$ cat config.mk
export PLATFORM = sky130hd
export DESIGN_NAME = epp_parallel_port_controller
export DESIGN_NICKNAME = d
export VERILOG_FILES = /design/src/epp_port_pkg.sv /design/src/epp_parallel_port_controller.sv
export VERILOG_INCLUDE_DIRS = /design/src
export SDC_FILE = /design/constraint.sdc
export NUM_CORES = 1
export LEC_CHECK = 0
export BUFFER_PORTS_ARGS = -buffer_cell sky130_fd_sc_hd__buf_2
export CORE_ASPECT_RATIO = 1.75
export CORE_MARGIN = 2
export CORE_UTILIZATION = 50
export CTS_CLUSTER_SIZE = 10
export DETAILED_ROUTE_END_ITERATION = 10
export MAX_ROUTING_LAYER = met4
export PLACE_DENSITY_LB_ADDON = 0.15
export SKIP_LAST_GASP = 1
export SLEW_MARGIN = 20
export SYNTH_ARGS = -nofsm -noshare
export SYNTH_HDL_FRONTEND = slang
export SYNTH_SLANG_ARGS = --single-unit
$ cat constraint.sdc
create_clock -name clk_i -period 2.75 [get_ports clk_i]
set_clock_uncertainty 0.05 [all_clocks]
set_input_delay 0.1375 -clock clk_i [delete_from_list [all_inputs] [get_ports clk_i]]
set_output_delay 0.1375 -clock clk_i [all_outputs]
set_load 0.05 [all_outputs]
$ cat src/epp_port_consts.svh
/*
 * Offsets, field positions, reset values and timing counts of the parallel port.
 * Assumes a 50 MHz device clock and a 3-bit host register address.
 */
`ifndef EPP_PORT_CONSTS_SVH
`define EPP_PORT_CONSTS_SVH

// ----------------------------------------------------------------
// Register offsets on the host address lines
// ----------------------------------------------------------------
`define OFS_PORT_DATA      3'h0
`define OFS_STATUS         3'h1
`define OFS_CONTROL        3'h2
`define OFS_EPP_ADDRESS    3'h3
`define OFS_EPP_DATA_0     3'h4

// ----------------------------------------------------------------
// Control register fields
// ----------------------------------------------------------------
`define CTL_STROBE         0
`define CTL_AUTO_FEED      1
`define CTL_INIT           2
`define CTL_SELECT         3
`define CTL_IRQ_EN         4
`define CTL_DIR            5
`define CTL_RESET          8'h04

// ----------------------------------------------------------------
// Status register fields and peripheral input pin indices
// ----------------------------------------------------------------
`define STS_TIMEOUT        0
`define PIN_WAIT           0
`define PIN_ACK            1
`define PIN_PAPER_END      2
`define PIN_SELECTED       3
`define PIN_ERROR          4
`define PIN_RESET          5'h02   // Pin stages after reset, acknowledge idle high

// ----------------------------------------------------------------
// Timing
// ----------------------------------------------------------------
`define CLK_PERIOD_NS      20
`define WAIT_TIMEOUT_NS    10000
`define WAIT_TIMEOUT_CYC   (`WAIT_TIMEOUT_NS / `CLK_PERIOD_NS)

`endif

$ cat src/epp_port_pkg.sv
/*
 * Types of the parallel port controller: cycle states and the state record.
 * Assumes nothing of its surroundings.
 */
package epp_port_pkg;

    // EPP cycle sequencer, Gray coded along idle-hold-strobe-finish
    typedef enum logic [1:0] {
        ST_IDLE   = 2'h0,
        ST_HOLD   = 2'h1,
        ST_STROBE = 2'h3,
        ST_FINISH = 2'h2
    } cyc_state_t;

    // Whole state of the controller
    typedef struct packed {
        cyc_state_t  st;           // Cycle sequencer
        logic        rd_s1;        // Read strobe, first stage
        logic        rd_s2;        // Read strobe, second stage
        logic        rd_p;         // Read strobe, previous
        logic        wr_s1;        // Write strobe, first stage
        logic        wr_s2;        // Write strobe, second stage
        logic        wr_p;         // Write strobe, previous
        logic [2:0]  a_s1;         // Host address, first stage
        logic [2:0]  a_s2;         // Host address, second stage
        logic [7:0]  d_s1;         // Host data, first stage
        logic [7:0]  d_s2;         // Host data, second stage
        logic [7:0]  pd_s1;        // Port data lines, first stage
        logic [7:0]  pd_s2;        // Port data lines, second stage
        logic [4:0]  pin_s1;       // Peripheral status pins, first stage
        logic [4:0]  pin_s2;       // Peripheral status pins, second stage
        logic        ack_p;        // Acknowledge, previous
        logic [7:0]  data_latch;   // Printer data latch
        logic [7:0]  ctrl;         // Control latch
        logic [7:0]  epp_out;      // Byte driven during EPP write
        logic [7:0]  rd_data;      // Byte sampled at the end of any completed EPP cycle
        logic [7:0]  host_q;       // Read data toward host
        logic        wait_timeout_flag;        // Wait time-out flag
        logic        is_read;      // Current cycle reads
        logic        is_addr;      // Current cycle is an address cycle
        logic        wr_hold;      // Host write strobe still active
        logic        wait_lo;      // Wait seen low in this cycle
        logic        irq;          // Interrupt pulse
        logic [9:0]  tcnt;         // Time-out counter
    } ctl_regs_t;

endpackage

$ cat src/epp_parallel_port_controller.sv
/*
 * Parallel port controller with standard, bidirectional and EPP modes.
 * Assumes an asynchronous ISA-style host strobe bus and connector pins, all
 * synchronised here; mode inputs come from configuration logic on clk_i.
 */
`timescale 1ns/1ns
`include "epp_port_consts.svh"

module epp_parallel_port_controller
    import epp_port_pkg::*;
(
    input  wire logic        clk_i,                  // 50 MHz clock
    input  wire logic        rst_n_i,                // Async reset, low
    input  wire logic        epp_mode_i,             // EPP mode selected
    input  wire logic        spp_mode_i,             // Standard mode, direction locked out
    input  wire logic        epp_v17_i,              // Older EPP protocol
    input  wire logic [2:0]  host_addr_i,            // Register address
    input  wire logic        host_read_strobe_n_i,   // I/O read strobe, low
    input  wire logic        host_write_strobe_n_i,  // I/O write strobe, low
    input  wire logic [7:0]  host_data_bus_i,        // Data from host
    output logic      [7:0]  host_data_bus_o,        // Data toward host
    output logic             host_data_bus_oe_o,     // Host bus drive
    output logic             host_ready_o,           // Low stretches host access
    output logic             irq_o,                  // Acknowledge interrupt pulse
    input  wire logic [7:0]  port_data_lines_i,      // Connector data, in
    output logic      [7:0]  port_data_lines_o,      // Connector data, out
    output logic             port_data_lines_oe_o,   // Connector data drive
    output logic             write_direction_n_o,    // Strobe, or EPP write direction
    output logic             data_phase_strobe_n_o,  // Auto feed, or EPP data strobe
    output logic             addr_phase_strobe_n_o,  // Select, or EPP address strobe
    output logic             periph_init_n_o,        // Peripheral initialise, low
    input  wire logic        periph_wait_n_i,        // Busy, or EPP wait
    input  wire logic        ack_n_i,                // Acknowledge / interrupt
    input  wire logic        paper_end_i,            // Paper end
    input  wire logic        printer_selected_i,     // Printer selected
    input  wire logic        error_n_i               // Error, low
);
    import epp_port_pkg::*;

    // ----------------------------------------------------------------
    // State and decode
    // ----------------------------------------------------------------
    // Last count of the wait time-out window
    localparam logic [9:0] TIMEOUT_LAST = 10'(`WAIT_TIMEOUT_CYC - 1);

    ctl_regs_t r;        // Registered state
    ctl_regs_t nxt_r;    // Next state
    logic      busy;     // EPP cycle in progress
    logic      dir_in;   // Effective input direction

    // True when the address names an EPP port
    function automatic logic is_epp_port(input logic [2:0] a);
        is_epp_port = (a >= `OFS_EPP_ADDRESS);
    endfunction

    // Cycle in progress whenever the sequencer leaves idle
    // Standard mode keeps the port lines driven out
    assign busy   = (r.st != ST_IDLE);
    assign dir_in = r.ctrl[`CTL_DIR] & ~spp_mode_i;

    // ----------------------------------------------------------------
    // Next-state logic
    // ----------------------------------------------------------------
    always_comb begin
        // Edge flags, decode and sampled wait level
        logic rd_lead;
        logic rd_trail;
        logic wr_lead;
        logic wr_trail;
        logic epp_hit;
        logic wait_hi;
        rd_lead  = 1'b0;
        rd_trail = 1'b0;
        wr_lead  = 1'b0;
        wr_trail = 1'b0;
        epp_hit  = 1'b0;
        wait_hi  = 1'b0;
        // Every field holds unless a branch below changes it
        nxt_r    = r;
        // Two-stage synchronisers for every host and connector input
        nxt_r.rd_s1  = host_read_strobe_n_i;
        nxt_r.rd_s2  = r.rd_s1;
        nxt_r.wr_s1  = host_write_strobe_n_i;
        nxt_r.wr_s2  = r.wr_s1;
        nxt_r.a_s1   = host_addr_i;
        nxt_r.a_s2   = r.a_s1;
        nxt_r.d_s1   = host_data_bus_i;
        nxt_r.d_s2   = r.d_s1;
        nxt_r.pd_s1  = port_data_lines_i;
        nxt_r.pd_s2  = r.pd_s1;
        nxt_r.pin_s1 = {error_n_i, printer_selected_i, paper_end_i, ack_n_i, periph_wait_n_i};
        nxt_r.pin_s2 = r.pin_s1;
        // Previous stage values for the edge detectors
        nxt_r.rd_p   = r.rd_s2;
        nxt_r.wr_p   = r.wr_s2;
        nxt_r.ack_p  = r.pin_s2[`PIN_ACK];
        // Strobe edges, active low strobes
        rd_lead  = ~r.rd_s2 & r.rd_p;
        rd_trail = r.rd_s2 & ~r.rd_p;
        wr_lead  = ~r.wr_s2 & r.wr_p;
        wr_trail = r.wr_s2 & ~r.wr_p;
        epp_hit  = epp_mode_i & is_epp_port(r.a_s2);
        wait_hi  = r.pin_s2[`PIN_WAIT];

        // Interrupt on acknowledge rising edge
        nxt_r.irq = r.ctrl[`CTL_IRQ_EN] & r.pin_s2[`PIN_ACK] & ~r.ack_p;

        // Register writes at trailing edge of the write strobe
        if (wr_trail && !busy) begin
            case (r.a_s2)
                `OFS_PORT_DATA: begin
                    // Printer data latch, driven while idle
                    nxt_r.data_latch = r.d_s2;
                end
                `OFS_STATUS: begin
                    // Only bit 0 acts; other bits are dropped
                    if (r.d_s2[`STS_TIMEOUT]) begin
                        nxt_r.wait_timeout_flag = 1'b0;
                    end
                end
                `OFS_CONTROL: begin
                    // Top bits accepted, but always read back as one
                    nxt_r.ctrl = r.d_s2;
                    if (spp_mode_i) begin
                        nxt_r.ctrl[`CTL_DIR] = 1'b0;
                    end
                end
                default: begin
                    // EPP ports start cycles on leading edge instead
                end
            endcase
        end

        // Write byte follows host bus until the strobe trails, then holds
        if (busy && r.wr_hold) begin
            nxt_r.epp_out = r.d_s2;
            // Strobe released: freeze the byte for the rest of the cycle
            if (wr_trail) begin
                nxt_r.wr_hold = 1'b0;
            end
        end

        // EPP cycle sequencer
        case (r.st)
            ST_IDLE: begin
                // Leading strobe on a mapped EPP port starts a cycle
                if ((rd_lead || wr_lead) && epp_hit) begin
                    nxt_r.is_read = rd_lead;
                    nxt_r.is_addr = (r.a_s2 == `OFS_EPP_ADDRESS);
                    nxt_r.wr_hold = wr_lead;
                    nxt_r.epp_out = r.d_s2;
                    nxt_r.tcnt    = 10'h000;
                    nxt_r.wait_lo = ~wait_hi;
                    // Newer version holds off while wait is high
                    if (epp_v17_i || !wait_hi) begin
                        nxt_r.st = ST_STROBE;
                    end else begin
                        nxt_r.st = ST_HOLD;
                    end
                end
            end
            ST_HOLD: begin
                // Newer version: held off until wait goes low
                nxt_r.tcnt = r.tcnt + 10'h001;
                if (r.tcnt == TIMEOUT_LAST) begin
                    nxt_r.st = ST_FINISH;
                    // Wait went low: drive the strobe
                end else if (!wait_hi) begin
                    nxt_r.wait_lo = 1'b1;
                    nxt_r.st      = ST_STROBE;
                end
            end
            ST_STROBE: begin
                // Strobe out; still counts toward the time-out
                nxt_r.tcnt = r.tcnt + 10'h001;
                if (!wait_hi) begin
                    nxt_r.wait_lo = 1'b1;
                end
                // Wait rose after being low: sample the port lines
                if (r.wait_lo && wait_hi) begin
                    nxt_r.rd_data = r.pd_s2;
                    nxt_r.st      = ST_FINISH;
                    // No answer in time: abort
                end else if (r.tcnt == TIMEOUT_LAST) begin
                    nxt_r.st = ST_FINISH;
                end
            end
            ST_FINISH: begin
                // Wait for the host strobe to be released
                if (r.rd_s2 && r.wr_s2) begin
                    nxt_r.wr_hold = 1'b0;
                    nxt_r.st      = ST_IDLE;
                end
            end
            default: begin
                // Unused code falls back to idle
                nxt_r.st = ST_IDLE;
            end
        endcase

        // Time-out set wins over a clear in the same cycle
        if ((r.st == ST_HOLD || r.st == ST_STROBE) && r.tcnt == TIMEOUT_LAST
            && !(r.st == ST_STROBE && r.wait_lo && wait_hi)) begin
            nxt_r.wait_timeout_flag = 1'b1;
        end

        // Read data toward the host
        case (r.a_s2)
            `OFS_PORT_DATA: begin
                // Port lines when input, latch when output
                nxt_r.host_q = dir_in ? r.pd_s2 : r.data_latch;
            end
            `OFS_STATUS: begin
                // Busy inverted, pin levels, two ones, time-out
                nxt_r.host_q = {~r.pin_s2[`PIN_WAIT], r.pin_s2[`PIN_ACK], r.pin_s2[`PIN_PAPER_END],
                                r.pin_s2[`PIN_SELECTED], r.pin_s2[`PIN_ERROR], 2'h3, r.wait_timeout_flag};
            end
            `OFS_CONTROL: begin
                // Top bits read as one, direction as in use
                nxt_r.host_q = {2'h3, dir_in, r.ctrl[4:0]};
            end
            default: begin
                // EPP ports return the byte sampled by the last completed EPP cycle, read or write
                nxt_r.host_q = r.rd_data;
            end
        endcase
    end

    // ----------------------------------------------------------------
    // State register
    // ----------------------------------------------------------------
    always_ff @(posedge clk_i or negedge rst_n_i) begin
        if (!rst_n_i) begin
            // Strobes idle high; control latch at its reset value
            r            <= '0;
            r.st         <= ST_IDLE;
            r.rd_s1      <= 1'b1;
            r.rd_s2      <= 1'b1;
            r.rd_p       <= 1'b1;
            r.wr_s1      <= 1'b1;
            r.wr_s2      <= 1'b1;
            r.wr_p       <= 1'b1;
            // Acknowledge stages idle high, so no false edge follows reset
            r.pin_s1     <= `PIN_RESET;
            r.pin_s2     <= `PIN_RESET;
            r.ack_p      <= 1'b1;
            r.ctrl       <= `CTL_RESET;
        end else begin
            r <= nxt_r;
        end
    end

    // ----------------------------------------------------------------
    // Host side outputs
    // ----------------------------------------------------------------
    assign host_data_bus_o    = r.host_q;
    // Drive only while reading a mapped register
    assign host_data_bus_oe_o = ~r.rd_s2 & (~is_epp_port(r.a_s2) | epp_mode_i);
    // Hold the host off until an EPP cycle completes or times out
    assign host_ready_o       = (r.st == ST_IDLE) | (r.st == ST_FINISH);
    // One-cycle pulse per acknowledge rise
    assign irq_o              = r.irq;

    // ----------------------------------------------------------------
    // Connector outputs
    // ----------------------------------------------------------------
    // Idle: follow the data latch, the control register and its direction bit
    assign port_data_lines_o     = busy ? r.epp_out : r.data_latch;
    assign port_data_lines_oe_o  = busy ? ~r.is_read : ~dir_in;
    assign write_direction_n_o   = busy ? r.is_read : ~r.ctrl[`CTL_STROBE];
    assign data_phase_strobe_n_o = busy ? ~((r.st == ST_STROBE) & ~r.is_addr)
                                        : ~r.ctrl[`CTL_AUTO_FEED];
    assign addr_phase_strobe_n_o = busy ? ~((r.st == ST_STROBE) & r.is_addr)
                                        : ~r.ctrl[`CTL_SELECT];
    // Init follows control bit 2 in every mode
    assign periph_init_n_o       = r.ctrl[`CTL_INIT];

endmodule // epp_parallel_port_controller

# Word-level counts from Yosys, hierarchy flattened
# Index checks and enable logic that the tools add are counted.
word_totals:
  wordCells: 134
  reg_bits: 111
  out_inout_bits: 24
  in_bits: 31
classes:
  mux: 33
  n_bitwise: 27
  reduce_logical: 32
  n_lt_le_gt_ge: 1
  add_sub_neg: 1
  eq_ne: 12
ops:
  columns: ["operator", "count"]
  rows:
  - ["8-bit 2-to-1 mux", 5]
  - ["8-bit one-hot mux with 3 select lines", 1]
  - ["10-bit one-hot mux with 2 select lines", 1]
  - ["2-bit 2-to-1 mux", 8]
  - ["1-bit NOT", 15]
  - ["1-bit 2-to-1 mux", 14]
  - ["10-bit by 1-bit adder with 10-bit output, second input constant", 1]
  - ["1-bit bitwise AND", 10]
  - ["10-bit by 9-bit == test with 1-bit output, second input constant", 1]
  - ["10-bit 2-to-1 mux", 1]
  - ["2-bit AND reduction", 5]
  - ["2-bit nonzero test", 5]
  - ["1-bit logical AND", 9]
  - ["2-bit one-hot mux with 4 select lines", 1]
  - ["3-bit by 2-bit == test with 1-bit output, second input constant", 2]
  - ["2-bit != test, second input constant", 3]
  - ["3-bit != test, second input constant", 2]
  - ["3-bit AND reduction", 2]
  - ["2-bit == test, second input constant", 2]
  - ["4-bit AND reduction", 1]
  - ["3-bit by 1-bit == test with 1-bit output, second input constant", 1]
  - ["3-bit by 2-bit greater-or-equal comparator with 1-bit output, second input constant", 1]
  - ["1-bit zero test", 3]
  - ["3-bit zero test", 1]
  - ["8 further kinds", 11]

# Depth between registers and ports, before layout
depth:
  word_depth: 7
  ltp_mapped: 6
  mapped_depth_nobuf: 5

# Worst setup path before layout
# OpenSTA, ideal clock, no wires.
synth_path:
  path_type: "register to output"
  start: "register r[112] in the netlist's numbering"
  end: "output port port_data_lines_oe_o"
  arrival_time_ns: 2.259
  path_slack_ns: 0.304
  required_ns: 2.562
  path_buffers: 3
  stages_incl_launch_ff: 7
  path_cell_list: "dfrtp_1 buf_6 or2_1 buf_2 clkbuf_1 nand2_1 a21boi_0"
synth_between:
  elab_chain_cells: 2
synth_rtl:
  columns: ["item", "line_no", "rtl"]
  rows:
  - ["from (decl)", "epp_parallel_port_controller.sv:46", "ctl_regs_t r;"]
  - ["from (signal assigned)", "epp_parallel_port_controller.sv:249", "r <= nxt_r;"]
  - ["2-bit nonzero test", "epp_parallel_port_controller.sv:58", "assign busy = (r.st != ST_IDLE);"]
  - ["1-bit 2-to-1 mux", "epp_parallel_port_controller.sv:269", "assign port_data_lines_oe_o = busy ? ~r.is_read : ~dir_in;"]
  - ["to (decl)", "epp_parallel_port_controller.sv:27", "output logic port_data_lines_oe_o,"]
# Every way passes these cells.

# Final worst setup path
layout_path:
  start: "register r[111] in the netlist's numbering"
  end: "output port port_data_lines_o[6]"
layout_between:
  elab_chain_cells: 2
layout_rtl:
  columns: ["item", "line_no", "rtl"]
  rows:
  - ["2-bit nonzero test", "epp_parallel_port_controller.sv:58", null]
  - ["8-bit 2-to-1 mux", "epp_parallel_port_controller.sv:268", "assign port_data_lines_o = busy ? r.epp_out : r.data_latch;"]
  - ["to (decl)", "epp_parallel_port_controller.sv:26", "output logic [7:0] port_data_lines_o,"]
# Every way passes these cells.

==> summary.txt <==
Floorplanning
  • Initial Util: 0.5134
  • IO Pins: 55
  • Row cnt: 44
  • Die Ht: 126.2 µm
  • Core area: 8313 µm²
  • Total Die Area: 9320 µm²
  • DIE WIDTH: 73.84 µm

Timing
  • Worst-Margin Slew: 728.7 ps
  • RSZ-0062 raised after global routing: false
  • Hold_ws: 79.77 ps
  • Max Freq: 448.0 MHz
  • Max_slew headroom: 0.5127
  • Hold Vio Cnt, Final: 0
  • Setup TNS: 0 ps
  • Final setup viols: 0
  • Final Slew Violations: 0
  • Tmin final: 2232 ps
  • Period utilization: 0.8117

Global route
  • Vias in the first global route: 2886
  • Global-route wire length before repair: 14350 µm
  • Gr usage total: 0.2165
  • Gr ovfl total: 0
  • Antenna violations before repair: 0
  • Largest net degree at the start of global routing: 47

Drt
  • Highest Signal Layer: met4
  • Antenna viol nets, final: 0
  • Post-DR vias/cell: 5.180
  • Wl on met1: 3639 µm
  • DRT iter0 DRCs: 160
  • Total number of vias: 2756
  • DRC Markers: 0
  • WL/cell: 16.58 µm
  • WL final: 8818 µm
  • Routed wl met3: 292 µm
  • Met2 WL: 4646 µm
  • Pre-antenna DRT Iters: 5

Logic synthesis
  • Synthesized Nets: 366
  • Yosys reg bits: 111
  • Number of flops mapped to enable cells by yosys: 0
  • Synth Instances: 334
  • Synthesized area per cell: 12.78 µm²
  • Library cells used by synthesis: 47
  • Mapped Area: 4268 µm²
  • Yosys Warn Count: 0
  • Sequential element share of the synthesized area: 0.6538
  • Top FF cell, synth: dfrtp_1
  • Share of flip-flops with an asynchronous set or reset: 1.000

Setup path
  • Critical path startpoint category: register
  • Crit path buffers/inverters: 3
  • CP max FO: 24
  • Crit path DAT: 2040 ps
  • FF-to-FF End: r[39]
  • Reg2Reg Setup Slack: 710 ps
  • Worst r2r src: nxt_r[105]
  • Worst-case reg-to-reg path depth: 4
  • CP top delay family: buffers and inverters
  • Worst Path Required: 2560 ps
  • Critical path type: reg2out
  • Critical Path Max Stage Delay: 450 ps
  • Crit-path cells: buf_4 > nor2_1 > buf_4 > nand2_1 > nand2_1 > buf_2
  • Slowest-stage cell, CP: nor2_1
  • CP endpoint kind: primary output

Placed design
  • Number of buffers added on ports: 54
  • RePlAce Congestion: 0.8266
  • Dpl hpwl: 5992 µm
  • DP Cell Count: 489

Finish
  • Final nets: 444
  • Ant. Diodes: 0
  • Non-Filler Instances: 532
  • Layout Utilization: 0.6275
  • Area growth syn-to-layout: 22.22%
  • Layout cells sized above 1: 0.3070

CTS
  • Max Root-Sink Buffers: 2
  • Worst-path clk slew: 70 ps
  • CTS root buf: clkbuf_16
  • TritonCTS clock tree: done
  • H-tree Lvls: 3
  • Clock buffer count from CTS: 9
  • Clk Latency, worst-skew pair: 350 ps
  • Sink Count: 111

Status
  • Status: completed

Hold path
  • Worst min path class: in2reg
  • WHS Endpoint: r[112]
  • Hold Crit Start: epp_v17_i
  • Hold path depth: 3

Job
  • Max-cap violations: 0

Power
  • Peak VDD IR: 0.6381 mV
  • Pwr dens: 1005 nW/µm²
  • Leak pwr: 0.002408 µW
cells in the mapped netlist, types with 2 or more instances:
cell,number,share of area
nor2_1,20,0.018
clkbuf_1,11,0.0097
a21oi_1,15,0.018
mux2_2,34,0.090
o221a_2,3,0.0079
o31ai_1,2,0.0035
o41ai_1,2,0.0041
nand2_1,40,0.035
nand4_1,3,0.0044
nor3_1,4,0.0047
and4_1,5,0.010
inv_1,4,0.0035
buf_4,8,0.014
and3_1,2,0.0029
nand3_1,5,0.0059
nor2b_1,7,0.010
dfrtp_1,101,0.59
buf_2,3,0.0035
mux2i_1,7,0.016
a31oi_1,2,0.0029
o211ai_1,5,0.0088
o21ai_0,17,0.020
dfstp_2,10,0.062
tightest hold or removal path, delay by kind of cell:
kind	cells	cell delay, ps
AO/OA/AOI/OAI	2	210
buffers and inverters	1	80
state kept, by name, indices dropped and copies added (netlist names):
signal and flops:
host_data_bus_o 8, irq_o 1, nxt_r 29, periph_init_n_o 1, r 72
power by group:
part | total [µW] | switching, µW | internal [µW] | leakage, µW
Combinational | 1670 | 1110 | 552 | 0.000923
Clock | 1350 | 549 | 797 | 0.000147
Sequential | 2230 | 248 | 1980 | 0.00134
cell type report:
class | instances | area, µm²
repair buffers | 90 | 623.1
clock buffers | 12 | 236.5
clock inverters | 4 | 72.57
multi-input cells | 195 | 1331
flip-flops and latches | 111 | 2790
inverters | 5 | 18.77
fillers | 679 | 3097
well taps | 115 | 143.9
per-stage QoR:
stage | setup slack, ps | cell area [µm²] | total power (µW)
6_report | 517.8 | 5216 | 5242
5_1_grt | 389.0 | 5216 | 5516
4_1_cts | 496.1 | 5216 | 5291
3_5_place_dp | 713.3 | 4637 | 3899
3_3_place_gp | 758.9 | 4637 | 3861
2_1_floorplan | 303.9 | 4268 | 3529
cells in the final DEF (no fill, tap or decap), types with 5 or more instances in the layout:
master,n
dfrtp_1,101
buf_2,53
nand2_1,40
mux2_2,34
dlygate4sd3_1,27
nor2_1,20
o21ai_0,17
a21oi_1,15
dfstp_2,10
clkbuf_16,9
buf_4,9
nor2b_1,7
mux2i_1,7
o211ai_1,5
and4_1,5
nand3_1,5
cells by family (layout without fill, tap and decap cells):
| logic type | Yosys count | count (layout) | synth area share |
|---|---|---|---|
| muxes | 42 | 42 | 0.1088 |
| and+or+nand+nor | 95 | 95 | 0.1102 |
| AOI/OAI and AO/OA | 57 | 57 | 0.09000 |
| adders and majority gates | 1 | 1 | 0.002931 |
| DFF | 111 | 111 | 0.6538 |
| buffers and inverters | 28 | 111 | 0.03430 |
what timing repair did:
action / 4_1_cts / 5_1_grt
endpoints found under the setup margin: 0 / 0
buffers inserted: 0 / 0
resized for setup: 0 / 0
hold endpoints to repair: 68 / 0
hold buffers: 27 / 0
layer usage:
layer | GRT usage | vias up
met5 | - | -
met4 | 0.08984 | 0
met3 | 0.05360 | 15
met2 | 0.3477 | 62
met1 | 0.2559 | 1362
li1 | - | 1317
worst max path at each step:
stage          startpoint                    to  slack, ps  cells past startpoint
6_report           r[111]  port_data_lines_o[6]        520                      6
5_1_grt            r[111]  port_data_lines_o[1]        390                      6
4_1_cts            r[111]  port_data_lines_o[6]        500                      6
3_5_place_dp   nxt_r[108]                 r[36]        710                      4
3_3_place_gp   nxt_r[105]                 r[35]        760                      4
2_1_floorplan      r[112]  port_data_lines_oe_o        300                      6
Note: power is estimated with default switching activity, not from simulation.
